### config.mk
export PLATFORM = sky130hd
export DESIGN_NAME = crf_top
export DESIGN_NICKNAME = d
export VERILOG_FILES = /design/src/shared/crf_pkg.sv /design/src/design/crf_top.sv
export SDC_FILE = /design/constraint.sdc
export NUM_CORES = 1
export LEC_CHECK = 0
export BUFFER_PORTS_ARGS = -buffer_cell sky130_fd_sc_hd__buf_4
export CORE_AREA = 5 5 174 176
export DETAILED_ROUTE_END_ITERATION = 8
export DIE_AREA = 0 0 179 181
export PLACE_DENSITY_LB_ADDON = 0.3
export RECOVER_POWER = 50
export SYNTH_ARGS = -nofsm -noshare
export SYNTH_HDL_FRONTEND = slang
export SYNTH_SLANG_ARGS = --single-unit
### constraint.sdc
create_clock -name clock_i -period 9.8 [get_ports clock_i]
set_clock_uncertainty 0.05 [all_clocks]
set_input_delay 1.96 -clock clock_i [delete_from_list [all_inputs] [get_ports clock_i]]
set_output_delay 1.96 -clock clock_i [all_outputs]
set_load 0.03 [all_outputs]
### src/shared/crf_pkg.sv
package crf_pkg;

   // ----------------------------------------------------------------
   // register map, word index on the avalon bus (byte address = 4*index)
   // ----------------------------------------------------------------
   localparam logic [3:0] REG_PROG_COUNTER = 4'h0;
   localparam logic [3:0] REG_ACCUMULATOR = 4'h1;
   localparam logic [3:0] REG_INDEX_X = 4'h2;
   localparam logic [3:0] REG_INDEX_Y = 4'h3;
   localparam logic [3:0] REG_STACK_POINTER = 4'h4;
   localparam logic [3:0] REG_STATUS_WORD = 4'h5;
   localparam logic [3:0] REG_RAM_PAGE = 4'h6;
   localparam logic [3:0] REG_CORE_STATE = 4'h7;

   // ----------------------------------------------------------------
   // status word bit positions
   // ----------------------------------------------------------------
   localparam int FLAG_CARRY = 0;
   localparam int FLAG_ZERO = 1;
   localparam int FLAG_IRQ_ENABLE = 2;
   localparam int FLAG_HALF_CARRY = 3;
   localparam int FLAG_BREAK = 4;
   localparam int FLAG_DIRECT_PAGE = 5;
   localparam int FLAG_OVERFLOW = 6;
   localparam int FLAG_NEGATIVE = 7;

   // ----------------------------------------------------------------
   // reset values and fixed program memory locations
   // ----------------------------------------------------------------
   localparam logic [7:0] STATUS_WORD_RESET = 8'h00;
   localparam logic [7:0] DATA_RESET = 8'h00;
   localparam logic [15:0] RESET_VECTOR_ADDR = 16'hfffe;
   localparam logic [15:0] EXT_IRQ0_VECTOR_ADDR = 16'hfffa;
   localparam logic [15:0] TABLE_CALL_BASE = 16'hffc0;
   localparam logic [15:0] PAGE_CALL_BASE = 16'hff00;
   localparam logic [3:0] TABLE_CALL_LAST = 4'hf;
   localparam logic [7:0] STACK_TOP_CUSTOM = 8'hbf;
   localparam logic [7:0] IRQ_SAVE_BYTES = 8'h03;
   localparam logic [7:0] CALL_SAVE_BYTES = 8'h02;

   // ----------------------------------------------------------------
   // core micro-operations
   // ----------------------------------------------------------------
   typedef enum logic [4:0] {
      OP_NONE = 5'h00, OP_STEP = 5'h01, OP_JUMP = 5'h02, OP_ADD = 5'h03,
      OP_SUB = 5'h04, OP_SHIFT_L = 5'h05, OP_SHIFT_R = 5'h06, OP_MOVE = 5'h07,
      OP_BIT_TEST = 5'h08, OP_ENABLE_IRQ = 5'h09, OP_DISABLE_IRQ = 5'h0a,
      OP_CLEAR_OVF = 5'h0b, OP_SET_PAGE = 5'h0c, OP_CLEAR_PAGE = 5'h0d,
      OP_SW_BREAK = 5'h0e, OP_TABLE_CALL = 5'h0f, OP_PAGE_CALL = 5'h10,
      OP_IDX_INC = 5'h11, OP_IDX_DEC = 5'h12, OP_IDX_CMP = 5'h13,
      OP_WORD_LOAD = 5'h14, OP_LOAD_STACK = 5'h15
   } crf_op_t;

   typedef enum logic [1:0] {DST_ACC = 2'h0, DST_X = 2'h1, DST_Y = 2'h2} crf_dst_t;

   typedef enum logic [1:0] {
      ST_RUN = 2'h0, ST_VEC_LO = 2'h1, ST_VEC_HI = 2'h2
   } crf_state_t;

   // one command from the instruction sequencer
   typedef struct packed {
      crf_op_t op;
      crf_dst_t dst;
      logic idx_y;
      logic [7:0] data;
      logic [15:0] word;
      logic [3:0] num;
   } crf_cmd_t;

endpackage : crf_pkg

### src/design/crf_top.sv
`timescale 1ns/10ps
`default_nettype none

module crf_top
   import crf_pkg::*;
(
   input wire logic clock_i,
   input wire logic rst_n_i,
   // avalon-mm register slave
   input wire logic [3:0] avs_address_i,
   input wire logic avs_read_i,
   input wire logic avs_write_i,
   input wire logic [31:0] avs_writedata_i,
   output logic [31:0] avs_readdata_o,
   output logic avs_waitrequest_o,
   // sequencer command port
   input wire crf_cmd_t cmd_i,
   input wire logic irq_req_i,
   input wire logic [3:0] irq_src_i,
   output logic irq_taken_o,
   output logic busy_o,
   // program memory read port, data in the same cycle as the registered address
   output logic [15:0] pmem_addr_o,
   input wire logic [7:0] pmem_data_i,
   // register views
   output logic [15:0] program_counter_o,
   output logic [15:0] paired_word_register_o,
   output logic [7:0] stack_pointer_o,
   output logic [7:0] program_status_word_o,
   output logic [15:0] eff_addr_o,
   output logic [15:0] direct_addr_o
);

   // ----------------------------------------------------------------
   // state
   // ----------------------------------------------------------------
   crf_state_t state_q;
   logic [15:0] program_counter_q;
   logic [7:0] acc_q;
   logic [7:0] idx_x_q;
   logic [7:0] idx_y_q;
   logic [7:0] stack_pointer_q;
   logic [7:0] status_q;
   logic [7:0] ram_page_register_q;
   logic [15:0] vec_q;
   logic [7:0] vec_lo_q;
   logic wait_q;
   logic bus_req;
   logic bus_wr;
   logic [7:0] bus_byte;
   logic run;
   logic irq_go;

   // ----------------------------------------------------------------
   // helpers
   // ----------------------------------------------------------------
   // address of table call entry n, highest number at the base
   function automatic logic [15:0] table_vec(input logic [3:0] n);
      logic [3:0] slot;
      slot = TABLE_CALL_LAST - n;
      table_vec = TABLE_CALL_BASE + {11'h000, slot, 1'b0};
   endfunction : table_vec

   // vector of interrupt source n, pairs stepping down from ext 0
   function automatic logic [15:0] irq_vec(input logic [3:0] n);
      irq_vec = EXT_IRQ0_VECTOR_ADDR - {11'h000, n, 1'b0};
   endfunction : irq_vec

   // destination register value for the command
   function automatic logic [7:0] pick(input crf_dst_t d, input logic [7:0] r0,
                                       input logic [7:0] r1, input logic [7:0] r2);
      unique case (d)
         DST_X: pick = r1;
         DST_Y: pick = r2;
         default: pick = r0;
      endcase
   endfunction : pick

   assign bus_req = avs_read_i | avs_write_i;
   assign bus_wr = avs_write_i & ~wait_q;
   assign bus_byte = avs_writedata_i[7:0];
   assign run = (state_q == ST_RUN);
   // maskable requests pass only with the enable flag set
   assign irq_go = run & irq_req_i & status_q[FLAG_IRQ_ENABLE];

   // ----------------------------------------------------------------
   // alu for add, subtract and shifts
   // ----------------------------------------------------------------
   logic [7:0] opnd;
   logic [8:0] sum;
   logic [4:0] nib;
   logic [7:0] res;
   logic cout;
   logic ovf;

   assign opnd = pick(cmd_i.dst, acc_q, idx_x_q, idx_y_q);

   always_comb begin
      sum = 9'h000;
      nib = 5'h00;
      res = 8'h00;
      cout = 1'b0;
      ovf = 1'b0;
      unique case (cmd_i.op)
         OP_ADD: begin
            sum = {1'b0, opnd} + {1'b0, cmd_i.data} + {8'h00, status_q[FLAG_CARRY]};
            nib = {1'b0, opnd[3:0]} + {1'b0, cmd_i.data[3:0]} + {4'h0, status_q[FLAG_CARRY]};
            res = sum[7:0];
            cout = sum[8];
            ovf = (opnd[7] == cmd_i.data[7]) && (res[7] != opnd[7]);
         end
         OP_SUB, OP_IDX_CMP: begin
            // carry set means no borrow
            sum = {1'b0, opnd} + {1'b0, ~cmd_i.data} + 9'h001;
            nib = {1'b0, opnd[3:0]} + {1'b0, ~cmd_i.data[3:0]} + 5'h01;
            res = sum[7:0];
            cout = sum[8];
            ovf = (opnd[7] != cmd_i.data[7]) && (res[7] != opnd[7]);
         end
         OP_SHIFT_L: begin
            res = {opnd[6:0], 1'b0};
            cout = opnd[7];
         end
         OP_SHIFT_R: begin
            res = {1'b0, opnd[7:1]};
            cout = opnd[0];
         end
         OP_IDX_INC: res = opnd + 8'h01;
         OP_IDX_DEC: res = opnd - 8'h01;
         default: res = cmd_i.data;
      endcase
   end

   // ----------------------------------------------------------------
   // vector fetch sequencer
   // ----------------------------------------------------------------
   // after reset the first two reads are the reset vector
   always_ff @(posedge clock_i or negedge rst_n_i) begin
      if (!rst_n_i) begin
         state_q <= ST_VEC_LO;
         vec_q <= RESET_VECTOR_ADDR;
         vec_lo_q <= DATA_RESET;
      end else begin
         unique case (state_q)
            ST_RUN: begin
               if (irq_go) begin
                  state_q <= ST_VEC_LO;
                  vec_q <= irq_vec(irq_src_i);
               end else if (cmd_i.op == OP_SW_BREAK) begin
                  state_q <= ST_VEC_LO;
                  vec_q <= table_vec(4'h0);
               end else if (cmd_i.op == OP_TABLE_CALL) begin
                  state_q <= ST_VEC_LO;
                  vec_q <= table_vec(cmd_i.num);
               end
            end
            ST_VEC_LO: begin
               state_q <= ST_VEC_HI;
               vec_lo_q <= pmem_data_i;
            end
            ST_VEC_HI: state_q <= ST_RUN;
            default: state_q <= ST_RUN;
         endcase
      end
   end

   // ----------------------------------------------------------------
   // program counter
   // ----------------------------------------------------------------
   always_ff @(posedge clock_i or negedge rst_n_i) begin
      if (!rst_n_i) begin
         program_counter_q <= RESET_VECTOR_ADDR;
      end else if (state_q == ST_VEC_HI) begin
         program_counter_q <= {pmem_data_i, vec_lo_q};
      end else if (bus_wr && avs_address_i == REG_PROG_COUNTER) begin
         program_counter_q <= avs_writedata_i[15:0];
      end else if (run && !irq_go) begin
         unique case (cmd_i.op)
            OP_STEP: program_counter_q <= program_counter_q + 16'h0001;
            OP_JUMP: program_counter_q <= cmd_i.word;
            OP_PAGE_CALL: program_counter_q <= PAGE_CALL_BASE | {8'h00, cmd_i.data};
            default: program_counter_q <= program_counter_q;
         endcase
      end
   end

   // program memory address follows the counter or the vector
   always_ff @(posedge clock_i or negedge rst_n_i) begin
      if (!rst_n_i) begin
         pmem_addr_o <= RESET_VECTOR_ADDR;
      end else begin
         unique case (state_q)
            ST_RUN: pmem_addr_o <= irq_go ? irq_vec(irq_src_i) :
                                   (cmd_i.op == OP_SW_BREAK) ? table_vec(4'h0) :
                                   (cmd_i.op == OP_TABLE_CALL) ? table_vec(cmd_i.num) :
                                   program_counter_q;
            ST_VEC_LO: pmem_addr_o <= vec_q + 16'h0001;
            ST_VEC_HI: pmem_addr_o <= {pmem_data_i, vec_lo_q};
            default: pmem_addr_o <= program_counter_q;
         endcase
      end
   end

   // ----------------------------------------------------------------
   // accumulator and index registers
   // ----------------------------------------------------------------
   always_ff @(posedge clock_i or negedge rst_n_i) begin
      if (!rst_n_i) begin
         acc_q <= DATA_RESET;
         idx_x_q <= DATA_RESET;
         idx_y_q <= DATA_RESET;
      end else if (bus_wr) begin
         if (avs_address_i == REG_ACCUMULATOR) acc_q <= bus_byte;
         if (avs_address_i == REG_INDEX_X) idx_x_q <= bus_byte;
         if (avs_address_i == REG_INDEX_Y) idx_y_q <= bus_byte;
      end else if (run && !irq_go) begin
         unique case (cmd_i.op)
            OP_WORD_LOAD: begin
               acc_q <= cmd_i.word[7:0];
               idx_y_q <= cmd_i.word[15:8];
            end
            OP_ADD, OP_SUB, OP_SHIFT_L, OP_SHIFT_R, OP_MOVE, OP_IDX_INC, OP_IDX_DEC: begin
               unique case (cmd_i.dst)
                  DST_X: idx_x_q <= res;
                  DST_Y: idx_y_q <= res;
                  default: acc_q <= res;
               endcase
            end
            default: acc_q <= acc_q;
         endcase
      end
   end

   // ----------------------------------------------------------------
   // stack pointer, deliberately without reset
   // ----------------------------------------------------------------
   always_ff @(posedge clock_i) begin
      if (bus_wr && avs_address_i == REG_STACK_POINTER) begin
         stack_pointer_q <= bus_byte;
      end else if (irq_go) begin
         stack_pointer_q <= stack_pointer_q - IRQ_SAVE_BYTES;
      end else if (run) begin
         unique case (cmd_i.op)
            OP_LOAD_STACK: stack_pointer_q <= cmd_i.data;
            OP_SW_BREAK: stack_pointer_q <= stack_pointer_q - IRQ_SAVE_BYTES;
            OP_TABLE_CALL, OP_PAGE_CALL: stack_pointer_q <= stack_pointer_q - CALL_SAVE_BYTES;
            default: stack_pointer_q <= stack_pointer_q;
         endcase
      end
   end

   // ----------------------------------------------------------------
   // status word flags
   // ----------------------------------------------------------------
   always_ff @(posedge clock_i or negedge rst_n_i) begin
      if (!rst_n_i) begin
         status_q <= STATUS_WORD_RESET;
      end else if (irq_go) begin
         status_q[FLAG_IRQ_ENABLE] <= 1'b0;
      end else if (run) begin
         if (bus_wr && avs_address_i == REG_STATUS_WORD) status_q <= bus_byte;
         unique case (cmd_i.op)
            OP_ADD, OP_SUB: begin
               status_q[FLAG_CARRY] <= cout;
               status_q[FLAG_OVERFLOW] <= status_q[FLAG_OVERFLOW] | ovf;
               status_q[FLAG_HALF_CARRY] <= status_q[FLAG_HALF_CARRY] | nib[4];
               status_q[FLAG_ZERO] <= (res == 8'h00);
               status_q[FLAG_NEGATIVE] <= res[7];
            end
            OP_SHIFT_L, OP_SHIFT_R, OP_IDX_CMP: begin
               status_q[FLAG_CARRY] <= cout;
               status_q[FLAG_ZERO] <= (res == 8'h00);
               status_q[FLAG_NEGATIVE] <= res[7];
            end
            OP_MOVE, OP_IDX_INC, OP_IDX_DEC: begin
               status_q[FLAG_ZERO] <= (res == 8'h00);
               status_q[FLAG_NEGATIVE] <= res[7];
            end
            OP_BIT_TEST: begin
               status_q[FLAG_OVERFLOW] <= cmd_i.data[6];
               status_q[FLAG_NEGATIVE] <= cmd_i.data[7];
            end
            OP_ENABLE_IRQ: status_q[FLAG_IRQ_ENABLE] <= 1'b1;
            OP_DISABLE_IRQ: status_q[FLAG_IRQ_ENABLE] <= 1'b0;
            OP_CLEAR_OVF: begin
               status_q[FLAG_OVERFLOW] <= 1'b0;
               status_q[FLAG_HALF_CARRY] <= 1'b0;
            end
            OP_SET_PAGE: status_q[FLAG_DIRECT_PAGE] <= 1'b1;
            OP_CLEAR_PAGE: status_q[FLAG_DIRECT_PAGE] <= 1'b0;
            OP_SW_BREAK: status_q[FLAG_BREAK] <= 1'b1;
            // no flag update, so a status write in this cycle keeps every bit
            default: ;
         endcase
      end else if (bus_wr && avs_address_i == REG_STATUS_WORD) begin
         status_q <= bus_byte;
      end
   end

   // ram page register
   always_ff @(posedge clock_i or negedge rst_n_i) begin
      if (!rst_n_i) begin
         ram_page_register_q <= DATA_RESET;
      end else if (bus_wr && avs_address_i == REG_RAM_PAGE) begin
         ram_page_register_q <= bus_byte;
      end
   end

   // ----------------------------------------------------------------
   // address generation and register views
   // ----------------------------------------------------------------
   always_ff @(posedge clock_i or negedge rst_n_i) begin
      if (!rst_n_i) begin
         eff_addr_o <= 16'h0000;
         direct_addr_o <= 16'h0000;
         irq_taken_o <= 1'b0;
         busy_o <= 1'b1;
      end else begin
         eff_addr_o <= cmd_i.word + {8'h00, cmd_i.idx_y ? idx_y_q : idx_x_q};
         direct_addr_o <= {status_q[FLAG_DIRECT_PAGE] ? ram_page_register_q : 8'h00,
                           cmd_i.data};
         irq_taken_o <= irq_go;
         busy_o <= (state_q == ST_VEC_LO) || irq_go ||
                   (run && (cmd_i.op == OP_SW_BREAK || cmd_i.op == OP_TABLE_CALL));
      end
   end

   always_ff @(posedge clock_i) begin
      stack_pointer_o <= stack_pointer_q;
   end

   always_ff @(posedge clock_i or negedge rst_n_i) begin
      if (!rst_n_i) begin
         program_counter_o <= RESET_VECTOR_ADDR;
         paired_word_register_o <= 16'h0000;
         program_status_word_o <= STATUS_WORD_RESET;
      end else begin
         program_counter_o <= program_counter_q;
         paired_word_register_o <= {idx_y_q, acc_q};
         program_status_word_o <= status_q;
      end
   end

   // ----------------------------------------------------------------
   // avalon slave: one wait cycle, then the answer
   // ----------------------------------------------------------------
   always_ff @(posedge clock_i or negedge rst_n_i) begin
      if (!rst_n_i) begin
         wait_q <= 1'b1;
         avs_readdata_o <= 32'h0000_0000;
      end else if (bus_req && wait_q) begin
         wait_q <= 1'b0;
         unique case (avs_address_i)
            REG_PROG_COUNTER: avs_readdata_o <= {16'h0000, program_counter_q};
            REG_ACCUMULATOR: avs_readdata_o <= {24'h000000, acc_q};
            REG_INDEX_X: avs_readdata_o <= {24'h000000, idx_x_q};
            REG_INDEX_Y: avs_readdata_o <= {24'h000000, idx_y_q};
            REG_STACK_POINTER: avs_readdata_o <= {24'h000000, stack_pointer_q};
            REG_STATUS_WORD: avs_readdata_o <= {24'h000000, status_q};
            REG_RAM_PAGE: avs_readdata_o <= {24'h000000, ram_page_register_q};
            REG_CORE_STATE: avs_readdata_o <= {30'h0000_0000, state_q};
            default: avs_readdata_o <= 32'h0000_0000;
         endcase
      end else begin
         wait_q <= 1'b1;
      end
   end

   assign avs_waitrequest_o = wait_q;

endmodule : crf_top

`default_nettype wire

==> run summary <==
The run finished, with violations left. The checks that failed: max-capacitance violations, max-slew violations. The signal on the critical path passes through clkbuf_1 > clkbuf_1. The count of routing violations after the opening detailed-route iteration came out at 1241. The critical path contains buffers and inverters numbering 2 combined. The highest attainable clock frequency came out at 157 MHz. Among all stages on the critical path, the largest delay is contributed by sky130_fd_sc_hd__clkbuf_1. The first global-routing pass estimated just under 60 mm of wire. Setup repair after global routing left no endpoint under its margin. The count of mapped cells out of synthesis is about 1200. The overflow left after global routing came out at 0. The required time at the worst-slack endpoint came out at 9.51 ns. The CTS tree is built. The share of final-layout standard cells stronger than drive strength 1 came out at 22.1%. Leaving out fill and tap cells, the most frequent cell in the layout is sky130_fd_sc_hd__buf_4.

The multi-input gate area in the final layout is 0.00588 sq mm. The per-cell via count in the routed design came out at around 5.8. The type of the worst min-delay path is reg -> reg.

In the global route stage, met1 resource usage came out at between 30% and 40%. Once the clock tree was built, the setup fixing pass inserted 0 buffers. The clock network accounts for ~17% of the total power. The clock transition at the registers of the reported paths is 0.08 ns. The floorplan core area is between 0.02 and 0.03 sq mm.

In the final layout, flip-flops and latches occupy 0.00492 sq mm. The largest total area in the synthesized netlist belongs to sky130_fd_sc_hd__dfrtp_1. The initial standard-cell utilization of the core came out at 39.6%. The relative contribution of sequential cells to total power is 37.3%. Clock latency on the worst-skew pair, taken at its later pin, is 0.45 ns. Sequential cells were found to cover 43.6% of the synthesized design area.

The critical hold path startpoint is acc_q[3]. The x dimension of the die is between 150 and 200 um. The post-detailed-routing wire length is 38.7 mm. The net switching fraction of the power is 44.1%. The post-cts repair resize count came out at 0. The number of buffers created by CTS came out at 17. The first detailed-routing pass took 6 iterations. The depth of the worst register-to-register path came out at 11. The layer flagged by global routing as most heavily used is met2. The chip height came out at 181 um. The static leakage power came out at 5.83 nW. The number of H-tree levels is 4.

The total count of max-transition violations in the final report came to around 110. The number of gates on the worst path with buffers counted came out at 2. The share of power burned in combinational logic is 45.4%.

The count of boundary I/O pins came out at 220. The standard-cell row count came out at 62. The number of nets with antenna violations after detailed routing is 0. In this run the worst path has a maximum fanout of 67. Yosys printed 0 warnings.

At the worst endpoint, the arrival time is 6.07 ns. Across all layers, the routed design uses 10100 vias. The number of nets in the final layout is around 1500.

Leaving out fill and tap cells, the most frequent cells in the layout are 183 x sky130_fd_sc_hd__buf_4, 150 x sky130_fd_sc_hd__nand2_1, 125 x sky130_fd_sc_hd__dfrtp_1. The total number of clock tree sinks came out at 194. The setup TNS after final layout came out at 0 ns. In this run the register-to-register setup slack is between 5 and 6 ns.

The count of final setup violators is 0. The met2 track utilization from global routing is between 30% and 40%. The initial antenna violation count is 0. The worst setup path is launched from an input pin. The end point of the critical path is direct_addr_o[9]. The number of antenna diodes in the final layout is 0.

Global routing consumed, over all layers together, a little under a quarter of the routing resources. The most critical setup path has its startpoint at rst_n_i. The number of distinct standard cells referenced by the synthesized netlist came out at 86. At the pin with the least slew margin, the transition time is 3.46 ns. The number of synthesized flops with an enable pin came out at 8. The die outline area came out at 0.0324 sq mm.

The worst-case clock buffer depth came out at 2. The internal portion of total power came out at ~0.0023 W. For met3 alone, demand over resource in global routing was about 4.8%. Clock tree synthesis selected as its root buffer the cell sky130_fd_sc_hd__clkbuf_16.

Cells fill 47.2% of the core in the end. The worst setup path is of the in -> async kind. For this design the ratio of total power to cell area is 310 mW/mm^2. In the synthesized netlist the dominant register cell turns out to be sky130_fd_sc_hd__dfrtp_1. Counting flops with an async set or reset pin after synthesis yields a share of around nine tenths.

Entering global routing, the biggest net connects 70 pins. The routed design could run at a clock period as short as 6.36 ns. VDD sags by at most about 0.00014 V. The average cell area after synthesis came out at about 9.5 sq um. The worst register-to-register path ends at idx_y_q[6]. The flop and latch count out of synthesis is between 150 and 200. The max-cap violation count is 2. The number of global-route vias before repair is 9614. The number of fill cells is approximately 2700. The analysis attributes to net switching a power of 0.00184 W. The weighted congestion at the end of routability-driven global placement came out at 0.943. The remaining routing DRC violations came out at 0. The kind of cell adding the most delay to the critical path is buffers and inverters. The count of input and output buffers is 187. The routed wire length per instance is 22.4 um. From synthesis to final layout, the design area changed by 19.0%. The post-synthesis instance area is 0.0113 sq mm. The most numerous cell on the critical path is sky130_fd_sc_hd__clkbuf_1. The headroom to the max-slew limit is -130%. The nature of the critical path endpoint is an asynchronous set/reset pin. The total half-perimeter wirelength after legalization and detailed placement is 29.0 mm. After synthesis, the largest area contributor takes up 27.7% of total cell area.

The number of buffers inserted for hold repair after clock tree synthesis is 0. The number of endpoints with negative hold slack in the final report is 0. Ranked by total cell area, the synthesized netlist is headed by sky130_fd_sc_hd__dfrtp_1 28%, sky130_fd_sc_hd__dfstp_2 12%, sky130_fd_sc_hd__nand2_1 5.0%. For this run, the slowest stage of the critical path takes 2.54 ns.

In the finished design, the share of the clock period the worst path needs comes to between 60% and 70%. In this run the critical register-to-register path is launched from idx_y_q[1].
[how the worst min path moves through the flow]
stage / end / slack (ns) / depth (start not counted)
after global placement: program_counter_o[6] / 0.36 / 0
after floorplan: stack_pointer_o[2] / 0.30 / 0
after detailed placement: program_counter_o[6] / 0.37 / 0
final: paired_word_register_o[3] / 0.41 / 0
after global routing: paired_word_register_o[3] / 0.43 / 0
after CTS: program_counter_o[15] / 0.38 / 0
[per-stage QoR]
step                std cells  setup slack (ns)  hold slack (ns)  total power (W)  area, sq um
floorplan                1202              4.61            0.296          0.00273        11300
global placement         1697              3.65            0.362          0.00342        12900
detailed placement       1697              3.57            0.365          0.00345        12900
CTS                      1729              4.01            0.381          0.00418        13500
global route             1729              2.25            0.425          0.00440        13400
finish                   1729              3.44            0.413          0.00416        13400
[power groups by stage]
stage,Sequential (W),Clock (W),Combinational [W]
finish,0.00155,0.000723,0.00189
global route,0.00158,0.000765,0.00205
CTS,0.00155,0.000734,0.00189
detailed placement,0.00156,0,0.00188
global placement,0.00156,0,0.00186
floorplan,0.00175,0,0.000986
[cell families after synthesis]
logic type,after synthesis,synth area share (%)
and+or+nand+nor,395,16.7
AOI/OAI and AO/OA,335,20.3
DFF,194,43.6
buffers and inverters,119,4.76
xor gates and xnor gates,51,3.96
muxes,50,5.63
adders and majority gates,42,4.99
other,1,0.0332
[layer usage]
metal / share of wire [%] / vias up
met5: 0 / -
met4: 3.2 / 0
met3: 9.2 / 79
met2: 45 / 508
met1: 43 / 4913
li1: - / 4557
[registers in the layout, indices dropped and copies added (netlist names), 16 cells and up]
name and count:
avs_readdata_o 16, paired_word_register_o 16, direct_addr_o 16, pmem_addr_o 16
program_counter_o 16, eff_addr_o 16, program_counter_q 16
[cell type report]
type	count	share of cell area, %
multi-input combinational	889	43.8
timing repair buffer	197	10.6
clock inverter	14	1.25
clock buffer	18	3.20
inverter	33	0.922
tap	384	3.58
sequential	194	36.6
[Yosys cell counts (7+ instances only)]
cell type / instances
sky130_fd_sc_hd__nand2_1: 150
sky130_fd_sc_hd__dfrtp_1: 125
sky130_fd_sc_hd__nor2_1: 83
sky130_fd_sc_hd__a21oi_1: 64
sky130_fd_sc_hd__o21ai_0: 62
sky130_fd_sc_hd__dfstp_2: 53
sky130_fd_sc_hd__clkbuf_1: 41
sky130_fd_sc_hd__ha_1: 37
sky130_fd_sc_hd__nand3_1: 33
sky130_fd_sc_hd__inv_1: 31
sky130_fd_sc_hd__a22oi_1: 30
sky130_fd_sc_hd__xnor2_1: 28
sky130_fd_sc_hd__nor3_1: 24
sky130_fd_sc_hd__mux2i_1: 23
sky130_fd_sc_hd__xor2_1: 23
sky130_fd_sc_hd__a31oi_1: 22
sky130_fd_sc_hd__buf_2: 21
sky130_fd_sc_hd__nor2b_1: 20
sky130_fd_sc_hd__mux2_2: 18
sky130_fd_sc_hd__a22o_1: 17
sky130_fd_sc_hd__buf_4: 17
sky130_fd_sc_hd__o211ai_1: 17
sky130_fd_sc_hd__and2_1: 16
sky130_fd_sc_hd__a21o_1: 13
sky130_fd_sc_hd__a211oi_1: 12
sky130_fd_sc_hd__nand2b_1: 11
sky130_fd_sc_hd__and3_1: 10
sky130_fd_sc_hd__o22ai_1: 10
sky130_fd_sc_hd__mux4_2: 9
sky130_fd_sc_hd__nand3b_1: 9
sky130_fd_sc_hd__o21a_1: 9
sky130_fd_sc_hd__o221ai_1: 9
sky130_fd_sc_hd__dfxtp_1: 8
sky130_fd_sc_hd__edfxtp_1: 8
sky130_fd_sc_hd__buf_1: 7
sky130_fd_sc_hd__o21ai_1: 7
(Power assumes the default switching activity.)
